**src/mfc_pkg.sv**
```systemverilog
// Constants, field layouts and carrier types for the mic front-end control
package mfc_pkg;

  // Timing: system clock and PDM clock bases
  localparam int unsigned SYS_CLK_HZ     = 40_000_000;
  localparam int unsigned PDM_BASE48_HZ  = 3_072_000;
  localparam int unsigned PDM_BASE44_HZ  = 2_822_400;
  localparam int unsigned PDM_HALF48_CYC = SYS_CLK_HZ / (2 * PDM_BASE48_HZ);
  localparam int unsigned PDM_HALF44_CYC = SYS_CLK_HZ / (2 * PDM_BASE44_HZ);
  localparam int unsigned PDM_WORD_BITS  = 8;

  // Register byte offsets
  localparam logic [7:0] OFS_CTRL = 8'h00;
  localparam logic [7:0] OFS_BIAS = 8'h04;
  localparam logic [7:0] OFS_AMP  = 8'h08;
  localparam logic [7:0] OFS_PDM  = 8'h0c;
  localparam logic [7:0] OFS_FILT = 8'h10;
  localparam logic [7:0] OFS_STAT = 8'h14;
  localparam logic [7:0] OFS_DATA = 8'h18;

  // Field positions
  localparam int unsigned CTRL_ACTIVE_BIT = 0;
  localparam int unsigned CTRL_FAM44_BIT  = 1;
  localparam int unsigned BIAS_LVL_LSB    = 0;
  localparam int unsigned BIAS_LP_BIT     = 3;
  localparam int unsigned BIAS_EN_BIT     = 4;
  localparam int unsigned AMP_SEL_LSB     = 0;
  localparam int unsigned AMP_EN_BIT      = 2;
  localparam int unsigned AMP_MUTE_BIT    = 3;
  localparam int unsigned AMP_GAIN_LSB    = 4;
  localparam int unsigned PDM_LEFT_BIT    = 0;
  localparam int unsigned PDM_RIGHT_BIT   = 1;
  localparam int unsigned PDM_RATE_BIT    = 2;
  localparam int unsigned PDM_SEL_BIT     = 3;
  localparam int unsigned PDM_PHASE_BIT   = 4;
  localparam int unsigned UNIT_B_SHIFT    = 8;
  localparam int unsigned STAT_OVR_BIT    = 8;
  localparam int unsigned DATA_VALID_BIT  = 31;

  // Writable masks and reset values
  localparam logic [31:0] MASK_CTRL = 32'h0000_0003;
  localparam logic [31:0] MASK_BIAS = 32'h0000_1f1f;
  localparam logic [31:0] MASK_AMP  = 32'h0000_7f7f;
  localparam logic [31:0] MASK_PDM  = 32'h0000_1f1f;
  localparam logic [31:0] MASK_FILT = 32'h0000_000f;
  localparam logic [31:0] LOCK_BIAS = 32'h0000_000f;
  localparam logic [31:0] RST_CTRL  = 32'h0000_0000;
  localparam logic [31:0] RST_BIAS  = 32'h0000_0000;
  localparam logic [31:0] RST_AMP   = 32'h0000_0000;
  localparam logic [31:0] RST_PDM   = 32'h0000_0000;
  localparam logic [31:0] RST_FILT  = 32'h0000_0000;

  localparam logic [1:0] RESP_OKAY   = 2'b00;
  localparam logic [1:0] RESP_SLVERR = 2'b10;

  typedef enum logic {PWR_STANDBY = 1'b0, PWR_ACTIVE = 1'b1} mfc_pwr_e;

  typedef struct packed {
    logic       on;
    logic       low_power;
    logic [2:0] level;
  } mfc_bias_s;

  typedef struct packed {
    logic [1:0] in_sel;
    logic       on;
    logic       mute;
    logic [2:0] gain;
  } mfc_amp_s;

endpackage

```
**src/mfc_frontend.sv**
```systemverilog
// Mic front-end control: power mode, biases, amps, PDM ports, FIFO, AXI
// Contract
// - Standby disables all circuits; every control field keeps its value.
// - Active bit set enables reference voltage and oscillator; standby stops both.
// - Each bias has a 3-bit level, 1.6 V to 3.0 V in 0.2 V steps.
// - Bias level changes only while that bias is disabled.
// - Low-power bias mode fixes output at 1.2 V, level ignored.
// - Bias low-power bit changes only while disabled; each bias independent.
// - Bias enable bit turns its generator on; second bias identical.
// - Each amp selects differential, pseudo-differential or single-ended input.
// - Amp runs when enabled and is silenced when muted.
// - Amp 3-bit gain maps -6 dB to +36 dB in 6 dB steps.
// - PDM mode: positive pin drives clock, negative pin takes data.
// - Each PDM port has separate left and right enable bits.
// - Rate bit 0 gives full PDM clock, 1 gives half.
// - Data captured on both clock edges, two samples per period.
// - Select bit 0: rising edge left; 1 swaps the mapping.
// - Phase bit 0 samples at edges, 1 at midpoint between edges.
// - Converter active when its filter is on and its PDM channel off.
//
// Design decisions made here: the address map and register access over AXI4-Lite.

////////////////////////////////////////////////////////////////////////////////
module mfc_fifo
  import mfc_pkg::*;
#(
  parameter int unsigned WIDTH = 17,
  parameter int unsigned DEPTH = 16
) (
  input  wire logic             sys_clk,
  input  wire logic             srst,
  input  wire logic             in_valid,
  output      logic             in_ready,
  input  wire logic [WIDTH-1:0] in_data,
  output      logic             out_valid,
  input  wire logic             out_ready,
  output      logic [WIDTH-1:0] out_data
);
  localparam int unsigned AW = $clog2(DEPTH);

  if (DEPTH < 2 || (DEPTH & (DEPTH - 1)) != 0) begin : g_chk
    $error("FIFO depth must be a power of two");
  end

  logic [WIDTH-1:0] mem [DEPTH];
  logic [AW:0]      wp_q;
  logic [AW:0]      wp_d;
  logic [AW:0]      rp_q;
  logic [AW:0]      rp_d;

  always_comb begin
    in_ready  = (wp_q ^ rp_q) != {1'b1, {AW{1'b0}}};
    out_valid = wp_q != rp_q;
    out_data  = mem[rp_q[AW-1:0]];
    wp_d      = wp_q + (AW+1)'(in_valid && in_ready);
    rp_d      = rp_q + (AW+1)'(out_valid && out_ready);
  end

  always_ff @(posedge sys_clk) begin
    if (in_valid && in_ready) begin
      mem[wp_q[AW-1:0]] <= in_data;
    end
    if (srst) begin
      wp_q <= '0;
      rp_q <= '0;
    end else begin
      wp_q <= wp_d;
      rp_q <= rp_d;
    end
  end
endmodule

////////////////////////////////////////////////////////////////////////////////
module mfc_frontend
  import mfc_pkg::*;
#(
  parameter int unsigned FIFO_DEPTH = 16
) (
  input  wire logic       sys_clk,
  input  wire logic       srst,
  input  wire logic [7:0] s_axi_awaddr,
  input  wire logic       s_axi_awvalid,
  output      logic       s_axi_awready,
  input  wire logic [31:0] s_axi_wdata,
  input  wire logic [3:0] s_axi_wstrb,
  input  wire logic       s_axi_wvalid,
  output      logic       s_axi_wready,
  output      logic [1:0] s_axi_bresp,
  output      logic       s_axi_bvalid,
  input  wire logic       s_axi_bready,
  input  wire logic [7:0] s_axi_araddr,
  input  wire logic       s_axi_arvalid,
  output      logic       s_axi_arready,
  output      logic [31:0] s_axi_rdata,
  output      logic [1:0] s_axi_rresp,
  output      logic       s_axi_rvalid,
  input  wire logic       s_axi_rready,
  output      logic       ref_on,
  output      mfc_bias_s  bias_output_a,
  output      mfc_bias_s  bias_output_b,
  output      mfc_amp_s   amp_a,
  output      mfc_amp_s   amp_b,
  output      logic [3:0] conv_active,
  output      logic       pdm_clock_out_a,
  output      logic       input_a_pos_pin_oe,
  input  wire logic       input_a_neg_pin,
  output      logic       pdm_clock_out_b,
  output      logic       input_b_pos_pin_oe,
  input  wire logic       input_b_neg_pin
);
  localparam int unsigned FW = 17;

  function automatic logic [31:0] wmerge(input logic [31:0] old,
                                         input logic [31:0] wd,
                                         input logic [3:0]  st,
                                         input logic [31:0] mask);
    logic [31:0] bm;
    bm = {{8{st[3]}}, {8{st[2]}}, {8{st[1]}}, {8{st[0]}}} & mask;
    return (old & ~bm) | (wd & bm);
  endfunction

  function automatic logic [4:0] half_cyc(input logic fam44,
                                          input logic slow);
    logic [4:0] base;
    base = fam44 ? 5'(PDM_HALF44_CYC) : 5'(PDM_HALF48_CYC);
    return slow ? 5'(base << 1) : base;
  endfunction

  //////////////////////////////////////////////////////////////////////////////
  // Register file and AXI4-Lite slave
  logic [31:0] ctrl_q, ctrl_d, bias_q, bias_d, amp_q, amp_d;
  logic [31:0] pdm_q, pdm_d, filt_q, filt_d, rdata_q, rdata_d;
  logic [7:0]  awaddr_q, awaddr_d;
  logic [31:0] wdata_q, wdata_d;
  logic [3:0]  wstrb_q, wstrb_d;
  logic        awh_q, awh_d, wh_q, wh_d, bvalid_q, bvalid_d;
  logic        rvalid_q, rvalid_d, arready_q, arready_d;
  logic [1:0]  bresp_q, bresp_d, rresp_q, rresp_d;
  logic        ovr_q, ovr_d;
  logic        awrdy_q, awrdy_d, wrdy_q, wrdy_d;
  logic        pop;
  logic        fifo_ovalid;
  logic [FW-1:0] fifo_odata;
  logic        fifo_ivalid, fifo_iready;
  logic [FW-1:0] fifo_idata;
  logic        ovr_set;
  logic        commit;
  logic [31:0] nb;
  logic [3:0]  conv_q, conv_d;

  always_comb begin
    ctrl_d = ctrl_q; bias_d = bias_q; amp_d = amp_q;
    pdm_d = pdm_q; filt_d = filt_q; rdata_d = rdata_q;
    awaddr_d = awaddr_q; wdata_d = wdata_q; wstrb_d = wstrb_q;
    awh_d = awh_q; wh_d = wh_q; bvalid_d = bvalid_q; bresp_d = bresp_q;
    rvalid_d = rvalid_q; arready_d = arready_q; rresp_d = rresp_q;
    ovr_d = ovr_q | ovr_set;
    pop = 1'b0;
    nb = '0;
    if (s_axi_awvalid && !awh_q && !bvalid_q) begin
      awh_d = 1'b1;
      awaddr_d = s_axi_awaddr;
    end
    if (s_axi_wvalid && !wh_q && !bvalid_q) begin
      wh_d = 1'b1;
      wdata_d = s_axi_wdata;
      wstrb_d = s_axi_wstrb;
    end
    commit = awh_q && wh_q && !bvalid_q;
    if (commit) begin
      awh_d = 1'b0; wh_d = 1'b0; bvalid_d = 1'b1; bresp_d = RESP_OKAY;
      unique case (awaddr_q)
        OFS_CTRL: ctrl_d = wmerge(ctrl_q, wdata_q, wstrb_q, MASK_CTRL);
        OFS_BIAS: begin
          nb = wmerge(bias_q, wdata_q, wstrb_q, MASK_BIAS);
          for (int g = 0; g < 2; g++) begin
            if (bias_q[BIAS_EN_BIT + g * UNIT_B_SHIFT]) begin
              nb = (nb & ~(LOCK_BIAS << (g * UNIT_B_SHIFT)))
                 | (bias_q & (LOCK_BIAS << (g * UNIT_B_SHIFT)));
            end
          end
          bias_d = nb;
        end
        OFS_AMP:  amp_d  = wmerge(amp_q, wdata_q, wstrb_q, MASK_AMP);
        OFS_PDM:  pdm_d  = wmerge(pdm_q, wdata_q, wstrb_q, MASK_PDM);
        OFS_FILT: filt_d = wmerge(filt_q, wdata_q, wstrb_q, MASK_FILT);
        OFS_STAT: begin
          if (wstrb_q[1] && wdata_q[STAT_OVR_BIT]) begin
            ovr_d = ovr_set;
          end
        end
        default:  bresp_d = RESP_SLVERR;
      endcase
    end
    if (bvalid_q && s_axi_bready) begin
      bvalid_d = 1'b0;
    end
    if (s_axi_arvalid && arready_q) begin
      arready_d = 1'b0; rvalid_d = 1'b1; rresp_d = RESP_OKAY;
      unique case (s_axi_araddr)
        OFS_CTRL: rdata_d = ctrl_q;
        OFS_BIAS: rdata_d = bias_q;
        OFS_AMP:  rdata_d = amp_q;
        OFS_PDM:  rdata_d = pdm_q;
        OFS_FILT: rdata_d = filt_q;
        OFS_STAT: rdata_d = {22'h0, fifo_ovalid, ovr_q, conv_q, bias_q[12],
                             bias_q[BIAS_EN_BIT], ref_on, ctrl_q[0]};
        OFS_DATA: begin
          pop = fifo_ovalid;
          rdata_d = {fifo_ovalid, 14'h0, fifo_odata};
        end
        default: begin
          rdata_d = '0;
          rresp_d = RESP_SLVERR;
        end
      endcase
    end
    if (rvalid_q && s_axi_rready) begin
      rvalid_d = 1'b0;
      arready_d = 1'b1;
    end
    // Ready flags registered so the bus outputs leave flops
    awrdy_d = !awh_d && !bvalid_d;
    wrdy_d = !wh_d && !bvalid_d;
  end

  always_ff @(posedge sys_clk) begin
    if (srst) begin
      ctrl_q <= RST_CTRL; bias_q <= RST_BIAS; amp_q <= RST_AMP;
      pdm_q <= RST_PDM; filt_q <= RST_FILT; rdata_q <= '0;
      awaddr_q <= '0; wdata_q <= '0; wstrb_q <= '0;
      awh_q <= 1'b0; wh_q <= 1'b0; bvalid_q <= 1'b0; bresp_q <= RESP_OKAY;
      rvalid_q <= 1'b0; arready_q <= 1'b1; rresp_q <= RESP_OKAY;
      ovr_q <= 1'b0;
      awrdy_q <= 1'b1; wrdy_q <= 1'b1;
    end else begin
      ctrl_q <= ctrl_d; bias_q <= bias_d; amp_q <= amp_d;
      pdm_q <= pdm_d; filt_q <= filt_d; rdata_q <= rdata_d;
      awaddr_q <= awaddr_d; wdata_q <= wdata_d; wstrb_q <= wstrb_d;
      awh_q <= awh_d; wh_q <= wh_d; bvalid_q <= bvalid_d; bresp_q <= bresp_d;
      rvalid_q <= rvalid_d; arready_q <= arready_d; rresp_q <= rresp_d;
      ovr_q <= ovr_d;
      awrdy_q <= awrdy_d; wrdy_q <= wrdy_d;
    end
  end

  assign s_axi_awready = awrdy_q;
  assign s_axi_wready  = wrdy_q;
  assign s_axi_bvalid  = bvalid_q;
  assign s_axi_bresp   = bresp_q;
  assign s_axi_arready = arready_q;
  assign s_axi_rvalid  = rvalid_q;
  assign s_axi_rdata   = rdata_q;
  assign s_axi_rresp   = rresp_q;

  //////////////////////////////////////////////////////////////////////////////
  // Power mode and analog controls
  mfc_pwr_e  pwr_q, pwr_d;
  logic      ref_q, ref_d;
  mfc_bias_s bias_o_q [2];
  mfc_bias_s bias_o_d [2];
  mfc_amp_s  amp_o_q [2];
  mfc_amp_s  amp_o_d [2];
  logic [1:0] pon_q, pon_d;

  always_comb begin
    pwr_d = ctrl_q[CTRL_ACTIVE_BIT] ? PWR_ACTIVE : PWR_STANDBY;
    unique case (pwr_q)
      PWR_STANDBY: ref_d = 1'b0;
      PWR_ACTIVE:  ref_d = 1'b1;
    endcase
    for (int g = 0; g < 2; g++) begin
      bias_o_d[g].on = ref_d && bias_q[BIAS_EN_BIT + g * 8];
      bias_o_d[g].low_power = bias_q[BIAS_LP_BIT + g * 8];
      bias_o_d[g].level = bias_q[BIAS_LP_BIT + g * 8]
                        ? 3'h0 : bias_q[g * 8 +: 3];
      amp_o_d[g].in_sel = amp_q[AMP_SEL_LSB + g * 8 +: 2];
      amp_o_d[g].on = ref_d && amp_q[AMP_EN_BIT + g * 8];
      amp_o_d[g].mute = amp_q[AMP_MUTE_BIT + g * 8];
      amp_o_d[g].gain = amp_q[AMP_GAIN_LSB + g * 8 +: 3];
      pon_d[g] = ref_d && (pdm_q[PDM_LEFT_BIT + g * 8]
                 || pdm_q[PDM_RIGHT_BIT + g * 8]);
    end
    for (int c = 0; c < 4; c++) begin
      conv_d[c] = ref_d && filt_q[c] && !pdm_q[(c / 2) * 8 + c % 2];
    end
  end

  always_ff @(posedge sys_clk) begin
    if (srst) begin
      pwr_q <= PWR_STANDBY; ref_q <= 1'b0; pon_q <= '0; conv_q <= '0;
      bias_o_q[0] <= '0; bias_o_q[1] <= '0;
      amp_o_q[0] <= '0; amp_o_q[1] <= '0;
    end else begin
      pwr_q <= pwr_d; ref_q <= ref_d; pon_q <= pon_d; conv_q <= conv_d;
      bias_o_q <= bias_o_d;
      amp_o_q <= amp_o_d;
    end
  end

  assign ref_on = ref_q;
  assign bias_output_a = bias_o_q[0];
  assign bias_output_b = bias_o_q[1];
  assign amp_a = amp_o_q[0];
  assign amp_b = amp_o_q[1];
  assign conv_active = conv_q;
  assign input_a_pos_pin_oe = pon_q[0];
  assign input_b_pos_pin_oe = pon_q[1];

  //////////////////////////////////////////////////////////////////////////////
  // PDM ports: clock generation, capture and word assembly
  logic [4:0]  pcnt_q [2];
  logic [4:0]  pcnt_d [2];
  logic [2:0]  bitn_q [2];
  logic [2:0]  bitn_d [2];
  logic [7:0]  rsh_q [2];
  logic [7:0]  rsh_d [2];
  logic [7:0]  fsh_q [2];
  logic [7:0]  fsh_d [2];
  logic [15:0] pword_q [2];
  logic [15:0] pword_d [2];
  logic [1:0]  pclk_q, pclk_d, pend_q, pend_d, din_q, din_d;
  logic [1:0]  s1_q, s2_q, s3_q;
  logic [4:0]  half [2];
  logic [4:0]  spt;
  logic        samp, done, lsel;
  logic [7:0]  lw, rw;

  always_comb begin
    ovr_set = 1'b0;
    fifo_ivalid = |pend_q;
    fifo_idata = pend_q[0] ? {1'b0, pword_q[0]} : {1'b1, pword_q[1]};
    spt = '0; samp = 1'b0; done = 1'b0; lsel = 1'b0; lw = '0; rw = '0;
    for (int p = 0; p < 2; p++) begin
      half[p] = half_cyc(ctrl_q[CTRL_FAM44_BIT],
                         pdm_q[PDM_RATE_BIT + p * 8]);
      din_d[p] = (s2_q[p] == s3_q[p]) ? s3_q[p] : din_q[p];
      pcnt_d[p] = pcnt_q[p]; pclk_d[p] = pclk_q[p]; bitn_d[p] = bitn_q[p];
      rsh_d[p] = rsh_q[p]; fsh_d[p] = fsh_q[p]; pword_d[p] = pword_q[p];
      pend_d[p] = pend_q[p];
      if (fifo_iready && (p == 0 ? pend_q[0] : !pend_q[0] && pend_q[1])) begin
        pend_d[p] = 1'b0;
      end
      if (!pon_q[p]) begin
        pcnt_d[p] = '0; pclk_d[p] = 1'b0; bitn_d[p] = '0;
      end else begin
        if (pcnt_q[p] >= half[p] - 5'h1) begin
          pcnt_d[p] = '0;
          pclk_d[p] = !pclk_q[p];
        end else begin
          pcnt_d[p] = pcnt_q[p] + 5'h1;
        end
        spt = pdm_q[PDM_PHASE_BIT + p * 8] ? (half[p] >> 1) : 5'h0;
        samp = pcnt_q[p] == spt;
        if (samp && pclk_q[p]) begin
          rsh_d[p] = {rsh_q[p][6:0], din_q[p]};
        end
        if (samp && !pclk_q[p]) begin
          fsh_d[p] = {fsh_q[p][6:0], din_q[p]};
          bitn_d[p] = bitn_q[p] + 3'h1;
          done = bitn_q[p] == 3'(PDM_WORD_BITS - 1);
          lsel = pdm_q[PDM_SEL_BIT + p * 8];
          lw = lsel ? fsh_d[p] : rsh_q[p];
          rw = lsel ? rsh_q[p] : fsh_d[p];
          if (done) begin
            ovr_set = ovr_set | pend_d[p];
            pend_d[p] = 1'b1;
            pword_d[p] = {lw & {8{pdm_q[PDM_LEFT_BIT + p * 8]}},
                          rw & {8{pdm_q[PDM_RIGHT_BIT + p * 8]}}};
          end
        end
      end
    end
  end

  always_ff @(posedge sys_clk) begin
    s1_q <= {input_b_neg_pin, input_a_neg_pin};
    s2_q <= s1_q;
    s3_q <= s2_q;
    if (srst) begin
      pclk_q <= '0; pend_q <= '0; din_q <= '0;
      for (int p = 0; p < 2; p++) begin
        pcnt_q[p] <= '0; bitn_q[p] <= '0; rsh_q[p] <= '0;
        fsh_q[p] <= '0; pword_q[p] <= '0;
      end
    end else begin
      pclk_q <= pclk_d; pend_q <= pend_d; din_q <= din_d;
      pcnt_q <= pcnt_d; bitn_q <= bitn_d; rsh_q <= rsh_d;
      fsh_q <= fsh_d; pword_q <= pword_d;
    end
  end

  assign pdm_clock_out_a = pclk_q[0];
  assign pdm_clock_out_b = pclk_q[1];

  mfc_fifo #(.WIDTH(FW), .DEPTH(FIFO_DEPTH)) u_fifo (
    .sys_clk   (sys_clk),
    .srst      (srst),
    .in_valid  (fifo_ivalid),
    .in_ready  (fifo_iready),
    .in_data   (fifo_idata),
    .out_valid (fifo_ovalid),
    .out_ready (pop),
    .out_data  (fifo_odata)
  );

  //////////////////////////////////////////////////////////////////////////////
  // Assertions
  property p_standby_off;
    @(posedge sys_clk) disable iff (srst)
    !ctrl_q[CTRL_ACTIVE_BIT] |=> ##1 !ref_q && !bias_o_q[0].on && !pon_q[0];
  endproperty
  a_standby_off: assert property (p_standby_off)
    else $error("circuit on in standby");

  property p_ref_on;
    @(posedge sys_clk) disable iff (srst)
    $rose(ctrl_q[CTRL_ACTIVE_BIT]) |=> ##1 ref_q;
  endproperty
  a_ref_on: assert property (p_ref_on)
    else $error("reference not enabled two cycles after active");

  property p_level_lock;
    @(posedge sys_clk) disable iff (srst)
    bias_q[BIAS_EN_BIT] |=> bias_q[2:0] == $past(bias_q[2:0]);
  endproperty
  a_level_lock: assert property (p_level_lock)
    else $error("bias level changed while enabled");

  property p_lp_lock;
    @(posedge sys_clk) disable iff (srst)
    bias_q[12] |=> bias_q[11] == $past(bias_q[11]);
  endproperty
  a_lp_lock: assert property (p_lp_lock)
    else $error("bias low power changed while enabled");

  property p_level_out;
    @(posedge sys_clk) disable iff (srst)
    !bias_q[BIAS_LP_BIT] |=> bias_o_q[0].level == $past(bias_q[2:0]);
  endproperty
  a_level_out: assert property (p_level_out)
    else $error("bias level not passed to output");

  property p_lp_fixed;
    @(posedge sys_clk) disable iff (srst)
    bias_o_q[1].low_power |-> bias_o_q[1].level == 3'h0;
  endproperty
  a_lp_fixed: assert property (p_lp_fixed)
    else $error("level not ignored in low power");

  property p_bias_en;
    @(posedge sys_clk) disable iff (srst)
    pwr_q == PWR_ACTIVE && bias_q[12] |=> bias_o_q[1].on;
  endproperty
  a_bias_en: assert property (p_bias_en)
    else $error("enabled bias not on");

  property p_amp;
    @(posedge sys_clk) disable iff (srst)
    pwr_q == PWR_ACTIVE |=> amp_o_q[0].on == $past(amp_q[AMP_EN_BIT])
          && amp_o_q[0].gain == $past(amp_q[6:4]);
  endproperty
  a_amp: assert property (p_amp)
    else $error("amp output mismatch");

  property p_pdm_idle;
    @(posedge sys_clk) disable iff (srst)
    !pon_q[0] |=> !pclk_q[0] && !pdm_clock_out_a;
  endproperty
  a_pdm_idle: assert property (p_pdm_idle)
    else $error("pdm clock runs with port off");

  property p_clk_half;
    @(posedge sys_clk) disable iff (srst)
    pon_q[0] && pcnt_q[0] == half[0] - 5'h1 |=> pclk_q[0] != $past(pclk_q[0]);
  endproperty
  a_clk_half: assert property (p_clk_half)
    else $error("pdm clock did not toggle at half period");

  property p_conv;
    @(posedge sys_clk) disable iff (srst)
    pwr_q == PWR_ACTIVE && filt_q[1] && !pdm_q[PDM_RIGHT_BIT] |=> conv_q[1];
  endproperty
  a_conv: assert property (p_conv)
    else $error("converter not active");

  c_active: cover property (@(posedge sys_clk) disable iff (srst)
    $rose(ref_q));
  c_push: cover property (@(posedge sys_clk) disable iff (srst)
    fifo_ivalid && fifo_iready);
  c_ovr: cover property (@(posedge sys_clk) disable iff (srst) $rose(ovr_q));
endmodule

```
**config.mk**
```make
export PLATFORM = sky130hd
export DESIGN_NAME = mfc_frontend
export DESIGN_NICKNAME = d
export VERILOG_FILES = /design/src/mfc_pkg.sv /design/src/mfc_frontend.sv
export SDC_FILE = /design/constraint.sdc
export NUM_CORES = 1
export LEC_CHECK = 0
export BUFFER_PORTS_ARGS = -buffer_cell sky130_fd_sc_hd__buf_2
export CORE_MARGIN = 4
export CORE_UTILIZATION = 56
export DETAILED_ROUTE_END_ITERATION = 8
export MAX_ROUTING_LAYER = met4
export PLACE_DENSITY = 0.72
export SKIP_LAST_GASP = 1
export SLEW_MARGIN = 10
export SYNTH_ARGS = -nofsm -noshare
export SYNTH_HDL_FRONTEND = slang
export SYNTH_SLANG_ARGS = --single-unit
```
**constraint.sdc**
```tcl
create_clock -name sys_clk -period 3.63 [get_ports sys_clk]
set_clock_uncertainty 0.1 [all_clocks]
set_input_delay 0.726 -clock sys_clk [delete_from_list [all_inputs] [get_ports sys_clk]]
set_output_delay 0.726 -clock sys_clk [all_outputs]
set_load 0.05 [all_outputs]
```
After elaboration in Yosys (flattened, before gate mapping). Memory sizes are Yosys's and may differ from the RTL's. A register that Yosys moved wholly into a read port is not among the register bits. Cells that the tools add are included.

Output and inout port bits: 74. Input port bits: 61. Logic and storage cells: 237. RAM bits: 272. Bits in registers: 378. Memories kept: 1.

Memory list: u_fifo.mem (depth 16, width 17, read ports 1, clocked after memory_dff 1, wr ports 1, RTL line mfc_frontend.sv:45) `logic [WIDTH-1:0] mem [DEPTH];`.

Reduce and logical (&&, ||, !) cells: 73. Order comparisons: 2. $add $sub $neg: 8. Bitwise operators: 30. Equal/unequal tests: 19. Muxes and demuxes: 47.

Operators by type and width (count): $pmux 32 s7 (1); $and 32x32->32 (5); $or 32x32->32 (5); $mux 32 (4); $eq 8x5->1 const B (5); $logic_and 1x1->1 (35); $and 32x13->32 (1); $and 32x15->32 (1); $and 32x2->32 (1); $and 32x4->32 (1); $and 8x8->8 (4); $eq 8x4->1 const B (4); $mux 8 (4); $not 13->32 (1); $not 15->32 (1); $not 2->32 (1); $not 4->32 (1); $or 32x12->32 (1); $or 32x4->32 (1); $mux 1 (29); $reduce_and 2->1 (9); $mux 17 (1); $eq 8x3->1 const B (2); $logic_not 8->1 (2); other kinds (27) (59).

Logic depth before layout (Yosys ltp). Gate-level depths: netlist of run 1.

Word-level depth: 15. Depth in mapped cells: 12. Depth with buffers taken out: 10.

Modules after synthesis. Synthesis of run 1 repeated with hierarchy kept, for this count alone.

Cells, all modules: 1534. Area total of the unflattened synthesis: 20119.3 um^2.

By module, submodules not included: mfc_fifo (seq. area each 8368.0 um^2, area an instance 11155.7 um^2, times used 1, cells each 571); mfc_frontend (seq. area each 4284.1 um^2, area an instance 8963.6 um^2, times used 1, cells each 963).

Worst setup path after synthesis of run 1. Ideal clock, no wire load.

Path kind: reg2reg. Start point: register u_fifo.rp_q[1]. End point: memory u_fifo.mem[8][0], enable pin. Required time: 3.118 ns. Period minus slack after synthesis: 3.339 ns. Data arrival time: 2.826 ns. Path slack: 0.291 ns. Cell stages (with the launch flop): 8. Buffers on the path: 2. Setup time: 0.412 ns. Cell sequence: dfxtp_1 > buf_2 > buf_2 > xnor2_1 > nand4_1 > o22ai_1 > or3b_2 > nor3_1.

Cells in the longest elaborated chain, start to end: 5.

Ends and longest elaborated chain: start, declared (RTL line mfc_frontend.sv:48) `logic [AW:0] rp_q;`; start signal, assigned (RTL line mfc_frontend.sv:68) `rp_q <= rp_d;`; $xor 5x5->5 (RTL line mfc_frontend.sv:52) `in_ready = (wp_q ^ rp_q) != {1'b1, {AW{1'b0}}};`; $ne 5x5->1 (RTL line mfc_frontend.sv:52); $logic_and 1x1->1 (RTL line mfc_frontend.sv:60) `if (in_valid && in_ready) begin`; $mux 1 (RTL line mfc_frontend.sv:60); $mux 1 (not written as such) (RTL line mfc_frontend.sv:61) `mem[wp_q[AW-1:0]] <= in_data;`; end, declared (RTL line mfc_frontend.sv:45).

No other way between the ends.

Final worst setup path of run 1.
Start point: register u_fifo.wp_q[1]. End point: memory u_fifo.mem[2][0], enable pin.

Cells in the longest elaborated chain, start to end: 5.

Ends and longest elaborated chain: start, declared (RTL line mfc_frontend.sv:46) `logic [AW:0] wp_q;`; start signal, assigned (RTL line mfc_frontend.sv:67) `wp_q <= wp_d;`; $xor 5x5->5 (RTL line mfc_frontend.sv:52); $ne 5x5->1 (RTL line mfc_frontend.sv:52); $logic_and 1x1->1 (RTL line mfc_frontend.sv:60); $mux 1 (RTL line mfc_frontend.sv:60); $mux 1 (not written as such) (RTL line mfc_frontend.sv:61).

Parallel ways exist; a longest one is shown, timed or not.

==> impl_metrics.env, run 1 <==
export IMPL_status="finished, final reports clean"
export IMPL_ant_nets=0
export IMPL_rsz0062_at_grt="no"
export IMPL_cts_setup_buffers=0
export IMPL_drc_errors=0
export IMPL_fp_row_count=68
export IMPL_grt_pass1_wl_um=69100
export IMPL_syn_area_per_cell_um2=13.4
export IMPL_ys_ff_latch=496
export IMPL_clock_sinks=496
export IMPL_drive_gt1_share_pct=21.9
export IMPL_path_class="reg2reg"
export IMPL_drt_iter0_drc=986
export IMPL_synth_distinct_cells=64
export IMPL_ff_latch_area_mm2=0.0127
export IMPL_p_sw_uw=2240
export IMPL_dp_hpwl_um=29000
export IMPL_synth_warnings=0
export IMPL_cts_tree="built"
export IMPL_antenna_found_initial=1
export IMPL_ctsHoldBuffers=0
export IMPL_min_path_type="in2reg"
export IMPL_clk_insertion_delay_late_ns=0.57
export IMPL_drt_wl_total_um=44100
export IMPL_seqPwrFrac_pct=53.4
export IMPL_synth_top_cells_by_count="edfxtp_1 (272), dfxtp_1 (224), nor2_1 (135)"
export IMPL_tightest_slew_ns=0.863
export IMPL_pwr_share_clk_pct=44.4
export IMPL_p_leak_uw=0.00824
export IMPL_final_hold_viol_count=0
export IMPL_initial_core_util_pct=57.2
export IMPL_drt_pass1_iterations=4
export IMPL_cp_end_kind="flop"
export IMPL_layout_nets=1673
export IMPL_area_delta_synth_final_pct=13.1
export IMPL_relSlewSlack_pct=42.4
export IMPL_portBuffers=98
export IMPL_routed_via_density=5.80
export IMPL_grt_usage_pct=23.4
export IMPL_path_clk_slew_ns=0.06
export IMPL_ys_seq_area_share_pct=63.4
export IMPL_required_ns=3.79
export IMPL_critPathArrivalTime_ns=2.94
export IMPL_drv_slew=0
export IMPL_overflow=0
export IMPL_cap_violations=0
export IMPL_power_density_mw_per_mm2=492
export IMPL_ctsResizeCount=0
export IMPL_yosysTopAreaCell="edfxtp_1"
export IMPL_first_global_vias=12048
export IMPL_routabilityCongestion=0.871
export IMPL_finalSetupTns_ns=0
export IMPL_yosysMostFrequentCell="edfxtp_1"
export IMPL_synthCells=1489
export IMPL_cts_root_buffer="clkbuf_16"
export IMPL_syn_area_mm2=0.0200
export IMPL_cts_buffers=50
export IMPL_post_drt_wl_per_cell_um=21.1
export IMPL_total_power_uw=11100
export IMPL_utilization_pct=64.7
export IMPL_cell_internal_pwr_uw=8860
export IMPL_worstSetupStartpointType="flop"
export IMPL_synthArstFlopShare_pct=0
export IMPL_cp_max_fo=10
export IMPL_die_x_um=197
export IMPL_via_count=12097
export IMPL_dieArea_mm2=0.0387
export IMPL_netSwitchingFraction_pct=20.1
export IMPL_fillCellCount=2608
export IMPL_irDropWorstVdd_v=0.000540
export IMPL_p_comb_share_pct=2.2
export IMPL_io_pins=135
export IMPL_cts_buffer_depth=3
export IMPL_fp_dieH_um=197
export IMPL_synth_top_flop_cell="edfxtp_1"
export IMPL_synth_edff_count=272
export IMPL_finalSetupViolCount=0
export IMPL_finalCritPeriodShare_pct=76.4
export IMPL_grt_max_degree=95
export IMPL_htree_levels=2
export IMPL_max_freq_mhz=360
export IMPL_synth_area_leaders="edfxtp_1 (41%), dfxtp_1 (22%), mux4_2 (7.5%), mux2i_1 (4.8%), mux2_2 (3.1%)"
export IMPL_synth_top_area_share_pct=40.9
export IMPL_design_core_area_mm2=0.0349
export IMPL_min_period_ns=2.78
export IMPL_multi_input_area_mm2=0.00681
per-stage QoR:
| step | std cells | hold slack (ns) | cell area (µm²) | setup slack [ns] |
|---|---|---|---|---|
| floorplan | 1504 | 0.210 | 20000 | 0.291 |
| global placement | 1993 | 0.213 | 21000 | 0.654 |
| detailed placement | 1993 | 0.212 | 21000 | 0.622 |
| CTS | 2083 | 0.140 | 22600 | 0.884 |
| global route | 2084 | 0.150 | 22600 | 0.678 |
| finish | 2084 | 0.167 | 22600 | 0.855 |
layout make-up:
type / count / area share (%)
clock inverter: 14 / 0.677
tap: 455 / 2.52
multi-input combinational: 883 / 30.2
sequential: 496 / 56.1
antenna: 1 / 0.0111
inverter: 22 / 0.366
clock buffer: 76 / 6.30
timing repair buffer: 137 / 3.83
layout by cell type (no fill, tap or decap), drive strengths merged, types with 13 or more instances in the layout:
| cell | instances |
|---|---|
| nand3 | 63 |
| o21ai | 18 |
| a22oi | 16 |
| mux2 | 55 |
| mux4 | 66 |
| ha | 22 |
| and2 | 13 |
| clkbuf | 76 |
| conb | 16 |
| inv | 22 |
| nor3 | 14 |
| nand2 | 92 |
| nor2b | 30 |
| nor2 | 135 |
| nand2b | 36 |
| edfxtp | 272 |
| a21oi | 80 |
| mux2i | 95 |
| dfxtp | 224 |
| buf | 137 |
state kept, by name, indices dropped and copies added (netlist names), 4 cells and up, named ones only:
signal and flops:
amp_a 7, pword_q 32, conv_active 4, pcnt_q 10, bitn_q 6, bias_output_a 5, rsh_q 16, fsh_q 14
amp_b 7, u_fifo.rp_q 5, s_axi_rdata 18, u_fifo.mem 272, wdata_q 14, u_fifo.wp_q 5, bias_q 4, bias_output_b 5
awaddr_q 8
layer usage:
metal	GRT usage, %	wire (µm)	vias up
met1	32.8	19200	6052
li1	-	-	5639
met3	3.78	2700	61
met2	36.8	21300	345
met5	-	0	-
met4	5.32	862	0
logic make-up after synthesis:
kind of cell,after synthesis,synth area share (%)
DFF,496,63.4
and+or+nand+nor,434,10.6
muxes,216,15.3
AOI/OAI and AO/OA,173,5.48
buffers and inverters,125,2.83
adders and majority gates,22,1.38
xor gates and xnor gates,22,0.966
other,1,0.0188
power groups by stage:
stage | logic (µW) | clock network [µW] | registers [µW]
floorplan | 172 | 0 | 6060
global placement | 246 | 0 | 6040
detailed placement | 248 | 0 | 6040
CTS | 249 | 5010 | 5920
global route | 271 | 5270 | 5930
finish | 250 | 4920 | 5930
critical path, cell delays in order (launching register included):
cell and delay (ns):
dfxtp_1 0.61, xnor2_1 0.12, nand4_1 0.15, o22ai_1 0.18, or3_1 0.44, nor2_1 0.56
buf_4 0.31
final timing paths:
kind / startpoint / endpoint / slack [ns] / cells after the start
worst min-delay path: input_b_neg_pin / s1_q[1] / 0.17 / 1
worst min register to register: s1_q[1] / s2_q[1] / 0.23 / 0
worst max-delay path: u_fifo.wp_q[1] / u_fifo.mem[2][0] / 0.85 / 6
worst max register to register: u_fifo.wp_q[1] / u_fifo.mem[2][0] / 0.85 / 6
Note: power is estimated with default switching activity, not from simulation.
==> run 2: changes to the inputs <==
- clock period: 3.63 -> 2.65 ns (I/O delays scaled with it)
==> impl_metrics.env, run 2 (synthesis gave the netlist of run 1 again) <==
export IMPL_antenna_cells=0
export IMPL_routabilityCongestion=0.850
export IMPL_r2r_slack_ns=0.27
export IMPL_critPathArrivalTime_ns=2.54
export IMPL_numPlacedInstances=2025
export IMPL_drc_errors=0
export IMPL_die_x_um=197
export IMPL_drt_iter0_drc=928
export IMPL_grt_pass1_wl_um=70100
export IMPL_area_delta_synth_final_pct=15.2
export IMPL_layout_commonest_cell="edfxtp_1"
export IMPL_cp_max_fo=14
export IMPL_min_from="s_axi_wdata[4]"
export IMPL_antenna_found_initial=0
export IMPL_ant_nets=0
export IMPL_clk_insertion_delay_late_ns=0.58
export IMPL_first_global_vias=12143
export IMPL_initial_core_util_pct=57.2
export IMPL_grt_max_degree=67
export IMPL_rr_startpoint="u_fifo.wp_q[2]"
export IMPL_cts_buffer_depth=3
export IMPL_routed_via_density=5.77
export IMPL_post_drt_wl_per_cell_um=21.3
export IMPL_overflow=0
export IMPL_cts_tree="built"
export IMPL_crit_start="u_fifo.wp_q[2]"
export IMPL_max_freq_mhz=420
export IMPL_ctsResizeCount=0
export IMPL_cp_end_kind="flop"
export IMPL_largest_reg_flops=272
export IMPL_rsz0062_at_grt="no"
export IMPL_path_class="reg2reg"
export IMPL_cts_setup_buffers=0
export IMPL_fp_dieH_um=197
export IMPL_finalSetupTns_ns=0
export IMPL_finalCritPeriodShare_pct=89.8
export IMPL_via_count=12236
export IMPL_power_density_mw_per_mm2=671
export IMPL_min_path_type="in2reg"
export IMPL_design_core_area_mm2=0.0349
export IMPL_worstSetupStartpointType="flop"
export IMPL_io_pins=135
export IMPL_cts_root_buffer="clkbuf_16"
export IMPL_relSlewSlack_pct=50.6
export IMPL_dieArea_mm2=0.0387
export IMPL_required_ns=2.81
export IMPL_drt_wl_total_um=45100
export IMPL_layout_nets=1707
export IMPL_min_period_ns=2.38
export IMPL_rr_worst_depth=6
export IMPL_grt_usage_pct=23.9
export IMPL_tightest_slew_ns=0.741
export IMPL_fin_cells=2120
export IMPL_fp_row_count=68
export IMPL_drive_gt1_share_pct=24.0
export IMPL_mostFrequentLayoutCells="edfxtp_1 (272), dfxtp_1 (221), nor2_1 (133)"
export IMPL_htree_levels=2
export IMPL_drt_pass1_iterations=8
export IMPL_clock_sinks=496
export IMPL_path_clk_slew_ns=0.06
export IMPL_p_leak_uw=0.00846
export IMPL_final_hold_viol_count=0
export IMPL_irDropWorstVdd_v=0.000784
export IMPL_cap_violations=0
export IMPL_r2r_end="u_fifo.mem[9][4]"
export IMPL_status="finished, final reports clean"
export IMPL_drv_slew=0
export IMPL_dp_hpwl_um=29900
export IMPL_setup_worst_path_end="u_fifo.mem[9][4]"
export IMPL_finalSetupViolCount=0
export IMPL_cts_buffers=50
export IMPL_portBuffers=98
-- run 2: per-layer routing --
metal	GRT usage, %	vias to the layer above	part of all wire, %
li1	-	5723	-
met1	31.5	6120	42
met3	3.83	65	5.5
met2	39.9	328	51
met5	-	-	0
met4	5.06	0	1.7
-- run 2: layout make-up --
| class | count | area (µm²) |
|---|---|---|
| clock inverters | 26 | 253 |
| flip-flops and latches | 496 | 12700 |
| inverters | 22 | 82.6 |
| fillers | 2519 | 11900 |
| clock buffers | 67 | 1390 |
| multi-input cells | 883 | 6810 |
| well taps | 455 | 569 |
| repair buffers | 171 | 1220 |
-- run 2: where the power goes --
group          internal [µW]  total (µW)  switching (µW)
Sequential              8070        8120            44.6
Combinational            101         350             249
Clock                   4000        6970            2970
-- run 2: what timing repair did --
item                                    in CTS  in global routing
endpoints found under the setup margin       0                  0
endpoints found under the hold margin        2                  0
hold buffers                                 2                  0
-- run 2: how the worst min path moves through the flow --
stage,end,slack (ns),depth (start not counted)
after floorplan,s2_q[0],0.21,0
after global placement,s2_q[1],0.21,0
after detailed placement,s2_q[1],0.22,0
after CTS,wdata_q[4],0.06,3
after global routing,wdata_q[14],0.09,3
final,wdata_q[4],0.08,3
-- run 2: worst max-delay path, cell delays in order, from the launching register on --
cell	delay (ns)
dfxtp_1	0.46
xnor2_1	0.10
nand4_1	0.14
o22ai_1	0.17
or3b_2	0.56
nor2_1	0.20
buf_4	0.32
-- run 2: stage by stage --
stage / total power, µW / instance area [µm²] / util (%) / hold WS, ns / worst slack [ns]
2_1_floorplan: 8540 / 20000 / - / 0.210 / -0.240
3_3_place_gp: 8620 / 21300 / 61.1 / 0.215 / 0.0887
3_5_place_dp: 8630 / 21300 / 61.1 / 0.220 / 0.0535
4_1_cts: 15600 / 23000 / 65.9 / 0.0632 / 0.266
5_1_grt: 15900 / 23000 / 65.9 / 0.0851 / 0.134
6_report: 15400 / 23000 / 65.9 / 0.0809 / 0.270
==> run 3: changes to the inputs <==
- CORE_UTILIZATION: 56 -> 50
- PLACE_DENSITY: 0.72 -> 0.65
==> impl_metrics.env, run 3 (synthesis gave the netlist of run 1 again) <==
export IMPL_drt_wl_total_um=45900
export IMPL_finalSetupViolCount=0
export IMPL_first_global_vias=12166
export IMPL_path_class="reg2reg"
export IMPL_cts_buffers=50
export IMPL_ant_nets=0
export IMPL_overflow=0
export IMPL_htree_levels=2
export IMPL_path_clk_slew_ns=0.06
export IMPL_worstSetupStartpointType="flop"
export IMPL_relSlewSlack_pct=51.3
export IMPL_tightest_slew_ns=0.729
export IMPL_antenna_found_initial=0
export IMPL_drt_pass1_iterations=4
export IMPL_drc_errors=0
export IMPL_cp_end_kind="flop"
export IMPL_area_delta_synth_final_pct=15.4
export IMPL_power_density_mw_per_mm2=655
export IMPL_critPathArrivalTime_ns=2.79
export IMPL_routabilityCongestion=0.810
export IMPL_r2r_slack_ns=0.24
export IMPL_layout_nets=1710
export IMPL_die_x_um=208
export IMPL_dpl_cell_area_mm2=0.0215
export IMPL_final_hold_viol_count=0
export IMPL_antenna_cells=0
export IMPL_rr_worst_depth=9
export IMPL_initial_core_util_pct=51.1
export IMPL_design_core_area_mm2=0.0390
export IMPL_grt_pass1_wl_um=71600
export IMPL_wl_met2_um=22300
export IMPL_setup_worst_path_end="pclk_q[0]"
export IMPL_dieArea_mm2=0.0432
export IMPL_clk_insertion_delay_late_ns=0.61
export IMPL_via_count=12204
export IMPL_fin_area_mm2=0.0230
export IMPL_numPlacedInstances=2091
export IMPL_io_pins=135
export IMPL_dp_hpwl_um=30700
export IMPL_cap_violations=0
export IMPL_clock_sinks=496
export IMPL_cts_setup_buffers=0
export IMPL_m1WireLength_um=20300
export IMPL_ctsResizeCount=0
export IMPL_finalCritPeriodShare_pct=90.9
export IMPL_crit_chain="inv_1 > ha_1 > inv_1 > ha_1 > nand2b_1 > a21o_1 > a21o_1 > a211oi_1 > mux2_2"
export IMPL_cp_max_fo=5
export IMPL_hold_worst_slack_ns=0.0724
export IMPL_routed_wl_met3_um=2300
export IMPL_cts_buffer_depth=3
export IMPL_post_drt_wl_per_cell_um=21.0
export IMPL_largest_reg_flops=272
export IMPL_min_path_type="in2reg"
export IMPL_routed_via_density=5.59
export IMPL_drt_iter0_drc=940
export IMPL_drive_gt1_share_pct=24.2
export IMPL_layout_commonest_cell="edfxtp_1"
export IMPL_fp_row_count=72
export IMPL_r2r_end="pclk_q[0]"
export IMPL_fillCellCount=3137
export IMPL_fp_dieH_um=208
export IMPL_min_period_ns=2.41
export IMPL_drv_slew=0
export IMPL_utilization_pct=59.0
export IMPL_slowest_delay_ns=0.46
export IMPL_grt_max_degree=94
export IMPL_cts_tree="built"
export IMPL_p_leak_uw=0.00843
export IMPL_highest_layer="met4"
export IMPL_cts_root_buffer="clkbuf_16"
export IMPL_irDropWorstVdd_v=0.000563
export IMPL_status="finished, final reports clean"
export IMPL_max_freq_mhz=415
export IMPL_fin_cells=2182
export IMPL_cp_slowest_cell="dfxtp_1"
export IMPL_total_power_uw=15100
export IMPL_mostFrequentLayoutCells="edfxtp_1 (272), dfxtp_1 (221), nor2_1 (127)"
export IMPL_rsz0062_at_grt="no"
export IMPL_required_ns=3.03
export IMPL_portBuffers=98
export IMPL_grt_usage_pct=21.8
==> run 3: cell types whose count changed in the layout (fill, tap and decap cells not counted), sizes merged <==
cell	delta
bufinv	-2
inv	-2
clkinv	+2
buf	+3
clkbuf	-2
==> run 3: area by class of cell <==
| type | count | area, µm² | share of cell area [%] |
|---|---|---|---|
| multi-input combinational | 883 | 6830 | 29.7 |
| clock inverter | 24 | 181 | 0.788 |
| clock buffer | 65 | 1350 | 5.85 |
| tap | 518 | 648 | 2.82 |
| inverter | 22 | 82.6 | 0.359 |
| sequential | 496 | 12700 | 55.0 |
| timing repair buffer | 174 | 1270 | 5.53 |
==> run 3: layer usage <==
metal / global-route usage, % / up-vias
met1: 29.1 / 6148
met2: 35.0 / 255
met4: 5.48 / 0
met5: - / -
met3: 4.00 / 70
li1: - / 5731
==> run 3: per-stage QoR <==
| step | setup TNS (ns) | setup WS (ns) |
|---|---|---|
| 4_1_cts | 0 | 0.237 |
| 6_report | 0 | 0.241 |
| 5_1_grt | 0 | 0.106 |
| 3_5_place_dp | 0 | 0.0479 |
| 2_1_floorplan | -29.19 | -0.240 |
| 3_3_place_gp | 0 | 0.0659 |
==> run 3: worst min path at each step <==
stage	endpoint	cells past startpoint	start	slack (ns)
finish	wdata_q[13]	3	s_axi_wdata[13]	0.07
floorplan	s2_q[0]	0	s1_q[0]	0.21
global route	s_axi_arready	2	s_axi_rready	0.05
CTS	wdata_q[12]	3	s_axi_wdata[12]	0.04
global placement	s2_q[1]	0	s1_q[1]	0.21
detailed placement	s2_q[1]	0	s1_q[1]	0.22
==> run 3: what timing repair did <==
item	CTS	global route
hold buffers	2	0
endpoints found under the setup margin	0	0
hold endpoints to repair	2	0
==> run 3: critical path, delay by kind of cell, from the launching register on <==
| family | cells | cell delay, ns |
|---|---|---|
| AOI/OAI and AO/OA | 3 | 0.68 |
| DFF | 1 | 0.46 |
| adders and majority gates | 2 | 0.39 |
| muxes | 1 | 0.37 |
| buffers and inverters | 2 | 0.15 |
| and+or+nand+nor | 1 | 0.15 |
==> run 3: power by group <==
group | internal [µW] | switching, µW | leakage, µW
Clock | 3690 | 2930 | 0.000750
Combinational | 103 | 248 | 0.00336
Sequential | 8070 | 45.0 | 0.00432
Total | 11900 | 3220 | 0.00843
